--- src/hw/keypad_defines.vh ---
// Constants for the keypad pin interrupt unit
`ifndef KEYPAD_DEFINES_VH
`define KEYPAD_DEFINES_VH

// ==========================================================
// Register indices (byte address is four times the index)
`define KP_SC_IDX       8'h1a
`define KP_EN_IDX       8'h1b
`define KP_BRK_IDX      8'h1c
`define KP_SC_ADDR      {`KP_SC_IDX, 2'b00}
`define KP_EN_ADDR      {`KP_EN_IDX, 2'b00}
`define KP_BRK_ADDR     {`KP_BRK_IDX, 2'b00}
`define KP_ADDR_W       10

// ==========================================================
// Status and control field positions
`define KP_MODE_BIT     0
`define KP_MASK_BIT     1
`define KP_ACK_BIT      2
`define KP_FLAG_BIT     3
`define KP_BCE_BIT      0

// ==========================================================
// Reset values
`define KP_EN_RST       8'h00
`define KP_MODE_RST     1'b0
`define KP_MASK_RST     1'b0
`define KP_BCE_RST      1'b0

// ==========================================================
// AHB-Lite encodings
`define KP_HTRANS_NSEQ  2'h2
`define KP_HTRANS_SEQ   2'h3
`define KP_HRESP_OKAY   1'b0

`endif

--- src/hw/ahb_reg_slave.v ---
// AHB-Lite slave front end: zero wait states, OKAY only
`timescale 1ns/10ps
`include "keypad_defines.vh"
module ahb_reg_slave (
  // Clock and reset
  input  wire                  ref_clk,
  input  wire                  rst,
  // AHB-Lite
  input  wire                  hsel,
  input  wire [31:0]           haddr,
  input  wire [1:0]            htrans,
  input  wire                  hwrite,
  input  wire [2:0]            hsize,
  input  wire                  hready,
  input  wire [31:0]           hwdata,
  output wire                  hreadyout,
  output wire                  hresp,
  output wire [31:0]           hrdata,
  // Register side
  output wire [`KP_ADDR_W-1:0] rd_addr,
  output wire                  rd_en,
  input  wire [7:0]            rd_value,
  output wire                  wr_en,
  output wire [`KP_ADDR_W-1:0] wr_addr,
  output wire [7:0]            wr_data
);

  reg  [7:0]            rdata_reg;
  reg                   wr_pend_reg;
  reg  [`KP_ADDR_W-1:0] wr_addr_reg;
  wire                  xfer;
  wire                  hi_zero;

  // ========================================================
  // Address phase decode
  // Any address above the map decodes to nothing: reads 0, writes dropped
  assign hi_zero = (haddr[31:`KP_ADDR_W] == {(32-`KP_ADDR_W){1'b0}});
  assign xfer    = hsel & hready & htrans[1] & hi_zero;
  assign rd_en   = xfer & ~hwrite;
  assign rd_addr = haddr[`KP_ADDR_W-1:0];

  // Read data is sampled in the address phase so it stands in the data phase
  always @(posedge ref_clk or posedge rst) begin
    if (rst) begin
      rdata_reg   <= 8'h00;
      wr_pend_reg <= 1'b0;
      wr_addr_reg <= {`KP_ADDR_W{1'b0}};
    end else begin
      if (hready) begin
        rdata_reg   <= rd_en ? rd_value : 8'h00;
        wr_pend_reg <= xfer & hwrite;
        wr_addr_reg <= haddr[`KP_ADDR_W-1:0];
      end
    end
  end

  // ========================================================
  // Data phase
  assign wr_en     = wr_pend_reg;
  assign wr_addr   = wr_addr_reg;
  assign wr_data   = hwdata[7:0];
  assign hrdata    = {24'h000000, rdata_reg};
  assign hreadyout = 1'b1;
  assign hresp     = `KP_HRESP_OKAY;

endmodule

--- src/hw/keypad_pin_interrupt.v ---
// Keypad pin interrupt unit: eight falling-edge / low-level key inputs
//
// Our own choice: register access over AHB-Lite.
`timescale 1ns/10ps
`include "keypad_defines.vh"
module keypad_pin_interrupt #(
  parameter PINS = 8
) (
  // Clock and reset
  input  wire            ref_clk,
  input  wire            rst,

  // AHB-Lite register bus
  input  wire            hsel,
  input  wire [31:0]     haddr,
  input  wire [1:0]      htrans,
  input  wire            hwrite,
  input  wire [2:0]      hsize,
  input  wire            hready,
  input  wire [31:0]     hwdata,
  output wire            hreadyout,
  output wire            hresp,
  output wire [31:0]     hrdata,

  // Keypad port pins
  input  wire [PINS-1:0] port_pin,
  input  wire [PINS-1:0] port_direction,
  output wire [PINS-1:0] port_direction_eff,
  output wire [PINS-1:0] pin_pullup_en,

  // CPU interrupt and system state
  input  wire            vector_fetch_ack,
  input  wire            break_active,
  output wire            cpu_irq_req,
  output wire            wakeup_req
);

  // ========================================================
  // Declarations
  wire [PINS-1:0]       pin_level;
  wire [`KP_ADDR_W-1:0] rd_addr;
  wire                  rd_en;
  reg  [7:0]            rd_value;
  wire                  wr_en;
  wire [`KP_ADDR_W-1:0] wr_addr;
  wire [7:0]            wr_data;

  reg  [PINS-1:0]       pin_irq_enables_reg;
  reg                   trigger_select_reg;
  reg                   request_mask_reg;
  reg                   break_clear_enable_reg;

  reg                   pending_reg;
  reg                   pending_next;
  reg                   ack_seen_reg;
  reg                   ack_seen_next;
  reg                   any_low_prev_reg;

  wire                  any_low;
  wire                  fall_event;
  wire                  wr_sc;
  wire                  wr_en_reg;
  wire                  wr_brk;
  wire                  sw_ack;
  wire                  ack;

  // ========================================================
  // Pin synchroniser
  pin_sync #(
    .WIDTH        (PINS)
  ) u_sync (
    .ref_clk      (ref_clk),
    .rst          (rst),
    .pin_async    (port_pin),
    .pin_sync_out (pin_level)
  );

  // ========================================================
  // Bus slave
  ahb_reg_slave u_bus (
    .ref_clk   (ref_clk),
    .rst       (rst),
    .hsel      (hsel),
    .haddr     (haddr),
    .htrans    (htrans),
    .hwrite    (hwrite),
    .hsize     (hsize),
    .hready    (hready),
    .hwdata    (hwdata),
    .hreadyout (hreadyout),
    .hresp     (hresp),
    .hrdata    (hrdata),
    .rd_addr   (rd_addr),
    .rd_en     (rd_en),
    .rd_value  (rd_value),
    .wr_en     (wr_en),
    .wr_addr   (wr_addr),
    .wr_data   (wr_data)
  );

  // ========================================================
  // Write decode
  assign wr_sc     = wr_en & (wr_addr == `KP_SC_ADDR);
  assign wr_en_reg = wr_en & (wr_addr == `KP_EN_ADDR);
  assign wr_brk    = wr_en & (wr_addr == `KP_BRK_ADDR);

  // Acknowledge is a strobe only; the ACK bit reads 0, and only level mode remembers it, in ack_seen_reg
  assign sw_ack = wr_sc & wr_data[`KP_ACK_BIT];

  // Break protects the latch from software acknowledge, not from vector fetch, unless software opted in
  assign ack = vector_fetch_ack
             | (sw_ack & (~break_active | break_clear_enable_reg));

  // ========================================================
  // Control registers
  always @(posedge ref_clk or posedge rst) begin
    if (rst) begin
      trigger_select_reg <= `KP_MODE_RST;
      request_mask_reg   <= `KP_MASK_RST;
    end else if (wr_sc) begin
      trigger_select_reg <= wr_data[`KP_MODE_BIT];
      request_mask_reg   <= wr_data[`KP_MASK_BIT];
    end
  end

  always @(posedge ref_clk or posedge rst) begin
    if (rst) begin
      pin_irq_enables_reg <= `KP_EN_RST;
    end else if (wr_en_reg) begin
      pin_irq_enables_reg <= wr_data[PINS-1:0];
    end
  end

  always @(posedge ref_clk or posedge rst) begin
    if (rst) begin
      break_clear_enable_reg <= `KP_BCE_RST;
    end else if (wr_brk) begin
      break_clear_enable_reg <= wr_data[`KP_BCE_BIT];
    end
  end

  // ========================================================
  // Pin effects
  // Enabled pins get pull-ups and are forced to inputs (direction 0)
  assign pin_pullup_en      = pin_irq_enables_reg;
  assign port_direction_eff = port_direction & ~pin_irq_enables_reg;

  // ========================================================
  // Request detection
  // One shared "any low" term: a second key going down while the
  // first is held produces no new edge, by design
  assign any_low    = |(~pin_level & pin_irq_enables_reg);
  assign fall_event = any_low & ~any_low_prev_reg;

  // Reset the history high so a pin held low at reset cannot re-latch
  always @(posedge ref_clk or posedge rst) begin
    if (rst) begin
      any_low_prev_reg <= 1'b1;
    end else begin
      any_low_prev_reg <= any_low;
    end
  end

  // ========================================================
  // Pending latch
  always @* begin
    pending_next  = pending_reg;
    ack_seen_next = ack_seen_reg;
    if (ack) begin
      if (trigger_select_reg) begin
        ack_seen_next = 1'b1;
      end else begin
        pending_next  = 1'b0;
        ack_seen_next = 1'b0;
      end
    end
    // Level mode: both events needed, in either order
    if (trigger_select_reg && (ack || ack_seen_reg) && !any_low) begin
      pending_next  = 1'b0;
      ack_seen_next = 1'b0;
    end
    // A fresh edge wins over any clear in the same cycle
    if (fall_event) begin
      pending_next  = 1'b1;
      ack_seen_next = 1'b0;
    end
    // Level mode: any enabled pin held low raises the request, so a key
    // enabled while already down is not lost for want of an edge
    if (trigger_select_reg && any_low) begin
      pending_next = 1'b1;
    end
  end

  always @(posedge ref_clk or posedge rst) begin
    if (rst) begin
      pending_reg  <= 1'b0;
      ack_seen_reg <= 1'b0;
    end else begin
      pending_reg  <= pending_next;
      ack_seen_reg <= ack_seen_next;
    end
  end

  // ========================================================
  // CPU request
  // Runs on the bus clock, which keeps running in wait and stop
  assign cpu_irq_req = pending_reg & ~request_mask_reg;
  assign wakeup_req  = cpu_irq_req;

  // ========================================================
  // Read mux
  always @* begin
    rd_value = 8'h00;
    if (rd_en) begin
      case (rd_addr)
        `KP_SC_ADDR: begin
          rd_value[`KP_FLAG_BIT] = pending_reg;
          rd_value[`KP_ACK_BIT]  = 1'b0;
          rd_value[`KP_MASK_BIT] = request_mask_reg;
          rd_value[`KP_MODE_BIT] = trigger_select_reg;
        end
        `KP_EN_ADDR: begin
          rd_value[PINS-1:0] = pin_irq_enables_reg;
        end
        `KP_BRK_ADDR: begin
          rd_value[`KP_BCE_BIT] = break_clear_enable_reg;
        end
        default: begin
          rd_value = 8'h00;
        end
      endcase
    end
  end

endmodule

--- src/hw/pin_sync.v ---
// Two-stage synchroniser for the keypad port pins
`timescale 1ns/10ps
module pin_sync #(
  parameter WIDTH = 8
) (
  // Clock and reset
  input  wire             ref_clk,
  input  wire             rst,
  // Pins and synchronised levels
  input  wire [WIDTH-1:0] pin_async,
  output wire [WIDTH-1:0] pin_sync_out
);

  // ========================================================
  // Per-pin flops; idle level is high because of pull-ups
  genvar g;
  generate
    for (g = 0; g < WIDTH; g = g + 1) begin : g_bit
      reg meta_reg;
      reg sync_reg;
      always @(posedge ref_clk or posedge rst) begin
        if (rst) begin
          meta_reg <= 1'b1;
          sync_reg <= 1'b1;
        end else begin
          meta_reg <= pin_async[g];
          sync_reg <= meta_reg;
        end
      end
      assign pin_sync_out[g] = sync_reg;
    end
  endgenerate

endmodule

--- config.mk ---
export PLATFORM = sky130hd
export DESIGN_NAME = keypad_pin_interrupt
export DESIGN_NICKNAME = d
export VERILOG_FILES = /design/src/hw/ahb_reg_slave.v /design/src/hw/keypad_pin_interrupt.v /design/src/hw/pin_sync.v
export VERILOG_INCLUDE_DIRS = /design/src /design/src/hw
export SDC_FILE = /design/constraint.sdc
export NUM_CORES = 1
export LEC_CHECK = 0
export BUFFER_PORTS_ARGS = -buffer_cell sky130_fd_sc_hd__buf_4
export CORE_MARGIN = 1.5
export CORE_UTILIZATION = 30
export DETAILED_ROUTE_END_ITERATION = 10
export PLACE_DENSITY = 0.6
export SETUP_SLACK_MARGIN = 0.15
export SYNTH_ARGS = -nofsm -noshare
export SYNTH_HDL_FRONTEND = slang
export SYNTH_SLANG_ARGS = --single-unit
--- constraint.sdc ---
create_clock -name ref_clk -period 2.5 [get_ports ref_clk]
set_clock_uncertainty 0.15 [all_clocks]
set_input_delay 0.5 -clock ref_clk [delete_from_list [all_inputs] [get_ports ref_clk]]
set_output_delay 0.5 -clock ref_clk [all_outputs]
set_load 0.01 [all_outputs]
==> impl_metrics.tcl, run 1 <==
set metrics [dict create \
    status "complete, no violations" \
    pin_count 144 \
    synth_edf_count 0 \
    cts_buffers 5 \
    worst_path_max_delay_cell "or3_1" \
    hpwl_um 3880 \
    powerDensity_nw_per_um2 527 \
    critPathLaunch "u_bus.wr_addr[9]$_DFFE_PP0P_" \
    synthesis.area_um2 2340 \
    num_rows 31 \
    rsz0062_at_grt "no" \
    hold_ws_ns 0.0814 \
    synthFlopType "dfrtp_1" \
    core-area_um2 7410 \
    cpPeakStageDelay_ns 0.61 \
    die-area_um2 8320 \
    start_kind "register" \
    grt_max_degree 25 \
    area_growth_pct 33.3 \
    p_leak_uw 0.00150 \
    synth_top_cell_by_area "dfrtp_1" \
    viasPerCell 4.38 \
    drive_gt1_share_pct 50.2 \
    hold_viol_final 0 \
    grt_usage_pct 12.2 \
    clock_path_buffers 2 \
    die_w_um 91.2 \
    port_buffers 89 \
    cts_resized 0 \
    netlist.area_leader.share_pct 34.3 \
    cts_tree "done" \
    setup-tns-final_ns 0 \
    start_util_pct 31.5 \
    diodes 0 \
    worst_slew_pin_slew_ns 0.554 \
    synthCells 197 \
    slew_violations 0 \
    wl_um 4960 \
    crit_arrival_ns 2.13 \
    max_freq_ghz 0.477 \
    antenna_found_initial 0 \
    syn_avg_cell_area_um2 11.9 \
    grt_pass1_vias 1673 \
    path_cells "nor4b_4 -> nand2_2 -> or3_1 -> mux2_4" \
    grt_pass1_wl_um 8100 \
    synth_area_leaders "dfrtp_1, dfstp_2, buf_4, mux2_2, mux2_4" \
    firstDrtPassIters 4 \
    worstSetupPathType "register to register" \
    die_h_um 91.2 \
    max_cap_viol_count 0 \
    slew_headroom_pct 63.0 \
    h-tree-depth 2 \
    numClockSinks 49 \
    final-setup-viol-count 0 \
    drc 0 \
    ir_worst_vdd_uv 284 \
    end_kind "register" \
    critPathMaxFanout 8 \
    period_minus_slack_ns 2.10 \
    routabilityCongestion 0.754 \
    clock-root-buffer "clkbuf_8" \
    largest_reg_flops 10 \
    async_flop_share_pct 100 \
    ys_ff_latch 49 \
    min_path_type "input port to asynchronous set/reset pin" \
    vias 1692 \
    regToRegEndpoint "pin_pullup_en[2]$_DFFE_PP0P_" \
    yosysSeqAreaShare_pct 53.4 \
    postCtsHoldBufs 0 \
    drtAntennaViolNets 0 \
    ff2ff_setup_slack_ns 0.40 \
    clk_pin_slew_ns 0.09 \
    nets 378 \
    wl_per_cell_um 12.8 \
    r2r_cells 4 \
    gr-total-overflow 0 \
    drt_iter0_drc 71 \
    worstReg2RegStart "u_bus.wr_addr[9]$_DFFE_PP0P_" \
    yosys_warnings 0 \
    synth_cell_types 37 \
    clock_latency_ns 0.30 \
    required_ns 2.53 \
    fin_crit_sh_pct 83.9 \
    post-cts-setup-buffers 0 \
]
-- cells in the final DEF, fill, tap and decap left out, drive strengths merged, types with 3 or more instances in the layout --
cell | synthesis | routed
dfrtp | 32 | 32
inv | 20 | 21
mux2 | 22 | 22
conb | 2 | 26
nand2 | 5 | 5
nor4b | 3 | 3
nor4 | 5 | 5
o21ai | 3 | 3
o22ai | 11 | 11
nor2b | 13 | 13
dfstp | 17 | 17
clkbuf | 5 | 7
nand2b | 4 | 4
nand4 | 6 | 6
buf | 28 | 91
-- per-stage QoR --
stage          std cells  power [uW]  setup slack, ns  util (%)  area [um2]
2_1_floorplan        221        1010            0.629         -        2430
4_1_cts              386        1660            0.377      42.0        3110
3_5_place_dp         378        1110            0.297      40.5        3000
6_report             386        1640            0.402      42.0        3110
3_3_place_gp         378        1110            0.320      40.5        3000
5_1_grt              386        1720            0.322      42.0        3110
-- metal layers --
layer	up-vias	global-route usage (%)	wire length (um)	part of all wire (%)
li1	807	-	-	-
met1	791	16.0	2210	45
met2	92	19.9	2330	47
met3	2	3.43	397	8.0
met4	0	3.13	21	0.42
met5	-	0	0	0
-- cell usage after synthesis, types with 2 or more instances --
library cell / count
buf_4: 27
clkbuf_1: 5
conb_1: 2
dfrtp_1: 32
dfstp_2: 17
inv_1: 20
mux2_2: 14
mux2_4: 8
nand2_1: 4
nand2b_1: 4
nand3_1: 2
nand4_1: 5
nor2_1: 2
nor2b_1: 13
nor3_1: 2
nor4_1: 4
nor4b_1: 2
o21ai_0: 3
o22ai_1: 11
o41ai_1: 2
or3_1: 2
-- how the worst max path moves through the flow --
stage	to
6_report	pin_pullup_en[2]$_DFFE_PP0P_
5_1_grt	pin_pullup_en[2]$_DFFE_PP0P_
4_1_cts	pin_pullup_en[2]$_DFFE_PP0P_
3_5_place_dp	u_bus.rdata_reg[7]$_DFFE_PP0P_
3_3_place_gp	u_bus.wr_en$_DFFE_PP0P_
2_1_floorplan	u_bus.rdata_reg[0]$_DFFE_PP0P_
-- area by class of cell --
type	count	area [um2]
Clock inverter	1	6.26
Inverter	20	75.1
Multi-Input combinational cell	119	871
Tap cell	99	124
Sequential cell	49	1250
Fill cell	732	4290
Timing Repair Buffer	91	683
Clock buffer	7	108
-- kinds of logic (layout without fill, tap and decap cells) --
kind of cell | count (synthesis) | after routing | synth area share, %
other | 2 | 26 | 0.321
buffers and inverters | 53 | 119 | 13.2
muxes | 23 | 23 | 12.3
AOI/OAI and AO/OA | 21 | 21 | 6.27
and+or+nand+nor | 49 | 49 | 14.5
DFF | 49 | 49 | 53.4
-- where the power goes --
part | internal, uW | switching, uW | leakage, uW
clock network | 286 | 260 | 0.0000599
registers | 841 | 28.6 | 0.000584
logic | 127 | 96.5 | 0.000854
total | 1250 | 385 | 0.00150
-- critical path: cells and delay by family, from the launching register on --
kind          cells  cell delay [ns]
mux               1             0.39
simple gates      3             1.03
flops             1             0.41
Note: power is estimated with default switching activity, not from simulation.
==> run 2, diff against run 1 <==
Settings changed: ABC_AREA set to 1, PLACE_DENSITY 0.6 to 0.59.
Clock period 2.5 ns to 2.15 ns, I/O delays scaled along.
==> run 2 against run 1 <==
  * Sequential share of layout area is 2.2 points lower
  * Sequential power is 13% higher
  * Highest routed layer unchanged
  * Largest power group unchanged
  * Global-route usage is 1.0 points higher
  * First-iteration DRC count is 27% lower
  * Cell area is 5.9% higher
  * Sequential cell count stayed put
  * Clock power is 6.6% higher
==> impl_metrics.tcl, run 2 <==
set metrics [dict create \
    clk_pin_slew_ns 0.09 \
    post-cts-setup-buffers 0 \
    cts_buffers 5 \
    final_common_cell "buf_4" \
    nets 491 \
    synth_edf_count 0 \
    clock_path_buffers 2 \
    viasPerCell 4.18 \
    grt_pass1_wl_um 9240 \
    slew_headroom_pct 62.5 \
    placement.cell_area_um2 3200 \
    min_path_type "input port to asynchronous set/reset pin" \
    gr-total-overflow 0 \
    final_area_um2 3300 \
    period_minus_slack_ns 1.60 \
    netlist.area_leader.share_pct 31.9 \
    diodes 0 \
    worst-path-buf-inv 1 \
    h-tree-depth 2 \
    core-area_um2 8180 \
    synthCells 306 \
    hpwl_um 4400 \
    path_cells "nor2_1 -> buf_4" \
    drive_gt1_share_pct 35.5 \
    area_growth_pct 31.4 \
    path_delay_family "flip-flops" \
    status "complete, no violations" \
    required_ns 1.57 \
    final-setup-viol-count 0 \
    stdcell_count 505 \
    routabilityCongestion 0.796 \
    ir_worst_vdd_uv 319 \
    grt_pass1_vias 2029 \
    ys_ff_latch 49 \
    drt_iter0_drc 52 \
    setup-tns-final_ns 0 \
    p_leak_uw 0.00183 \
    end_kind "output port" \
    numClockSinks 49 \
    port_buffers 89 \
    multi_input_area_um2 921 \
    max_freq_ghz 0.626 \
    synth_cell_types 27 \
    drtAntennaViolNets 0 \
    antenna_found_initial 0 \
    crit_arrival_ns 1.02 \
    pin_count 144 \
    worst_slew_pin_slew_ns 0.562 \
    largest_reg_flops 10 \
    clock_latency_ns 0.30 \
    cts_resized 0 \
    rsz0062_at_grt "no" \
    synth_top_cell_by_area "dfrtp_1" \
    cts_tree "done" \
    wl_um 5490 \
    clock-root-buffer "clkbuf_8" \
    slew_violations 0 \
    powerDensity_nw_per_um2 540 \
    wl_per_cell_um 10.9 \
    layout_common_cells "buf_4, nand2_1, inv_1" \
    final_core_util_pct 40.3 \
    grt_usage_pct 13.3 \
    dp.cells 497 \
    yosysMostFrequentCell "nand2_1" \
    synthFlopType "dfrtp_1" \
    synthesis.area_um2 2510 \
    synth_area_leaders "dfrtp_1, dfstp_2, nand2_1, buf_4, inv_1" \
    hold_viol_final 0 \
    worstSetupPathType "register to output port" \
    async_flop_share_pct 100 \
    synthTopCellsByCount "nand2_1, inv_1, dfrtp_1, buf_4, nor2_1" \
    die_w_um 94.5 \
    worst_path_max_delay_cell "dfrtp_1" \
    num_rows 33 \
    drc 0 \
    cpPeakStageDelay_ns 0.40 \
    syn_avg_cell_area_um2 8.20 \
    firstDrtPassIters 4 \
    die-area_um2 8920 \
    max_cap_viol_count 0 \
    seq_area_um2 1250 \
    die_h_um 94.5 \
    yosysSeqAreaShare_pct 49.7 \
    start_kind "register" \
    critPathMaxFanout 3 \
    grt_max_degree 28 \
    start_util_pct 30.7 \
    fill_cells 849 \
    fin_crit_sh_pct 74.4 \
    postCtsHoldBufs 0 \
    yosys_warnings 0 \
    vias 2111 \
]
## run 2: changes by cell type in the layout (fill, tap and decap cells not counted), sizes merged, moves of 3 or more
cell,delta
nand2,+81
inv,+35
nor2,+30
mux2,-22
o21ai,+16
nor2b,-13
nand3,+11
o22ai,-10
nand2b,-4
nor4,-3
nor4b,-3
## run 2: power breakdown
part	switching, uW	total (uW)	leakage (uW)	internal (uW)
clock network	314	582	0.0000518	267
registers	15.3	981	0.000545	965
logic	117	219	0.00123	102
total	447	1780	0.00183	1330
## run 2: final timing paths
path	from	to	slack, ns	depth (start not counted)
max in group asynchronous	rst	u_bus.rdata_reg[0]$_DFFE_PP0P_	1.20	3
worst min-delay path	rst	pin_pullup_en[1]$_DFFE_PP0P_	0.01	2
worst max register to register	u_bus.wr_addr[9]$_DFFE_PP0P_	pin_pullup_en[4]$_DFFE_PP0P_	0.70	7
worst max-delay path	request_mask_reg$_DFFE_PP0N_	cpu_irq_req	0.55	2
worst min register to register	u_sync.g_bit[7].meta_reg$_DFF_PP1_	u_sync.g_bit[7].sync_reg$_DFF_PP1_	0.21	0
min in group ref_clk	port_pin[2]	u_sync.g_bit[2].meta_reg$_DFF_PP1_	0.07	1
## run 2: logic make-up (layout without fill, tap and decap cells)
logic type / after synthesis / count (layout) / share of synthesized area, %
compound gates: 22 / 22 / 5.78
buf+inv: 85 / 155 / 17.2
flops: 49 / 49 / 49.7
other cells: 2 / 26 / 0.299
simple gates: 148 / 148 / 27.0
## run 2: worst reg2reg max path, stage by stage (launching register included)
cell     delay (ns)
dfrtp_1        0.40
nor2_2         0.13
nand2_2        0.08
nor3_2         0.13
nand4_2        0.09
buf_4          0.22
nand2_1        0.10
o21ai_2        0.05
## run 2: per-layer routing
layer  track usage, %  vias up  part of all wire (%)
met1             16.2      948                    42
li1                 -     1062                     -
met3             3.46       13                   6.3
met4             3.86        0                   2.0
met5                0        -                     0
met2             23.0       88                    50
## run 2: layout make-up
| type | instances | area share, % |
|---|---|---|
| well taps | 105 | 3.98 |
| flip-flops and latches | 49 | 37.8 |
| clock buffers | 6 | 2.50 |
| inverters | 55 | 6.26 |
| clock inverters | 2 | 0.531 |
| repair buffers | 92 | 20.9 |
| multi-input cells | 196 | 27.9 |
## run 2: stage by stage
stage	setup WS (ns)	total power, uW	hold slack (ns)
after floorplan	0.425	1130	0.195
after global placement	0.403	1210	0.196
after detailed placement	0.402	1220	0.197
after CTS	0.533	1800	0.0248
after global routing	0.454	1880	0.0525
final	0.551	1780	0.0125
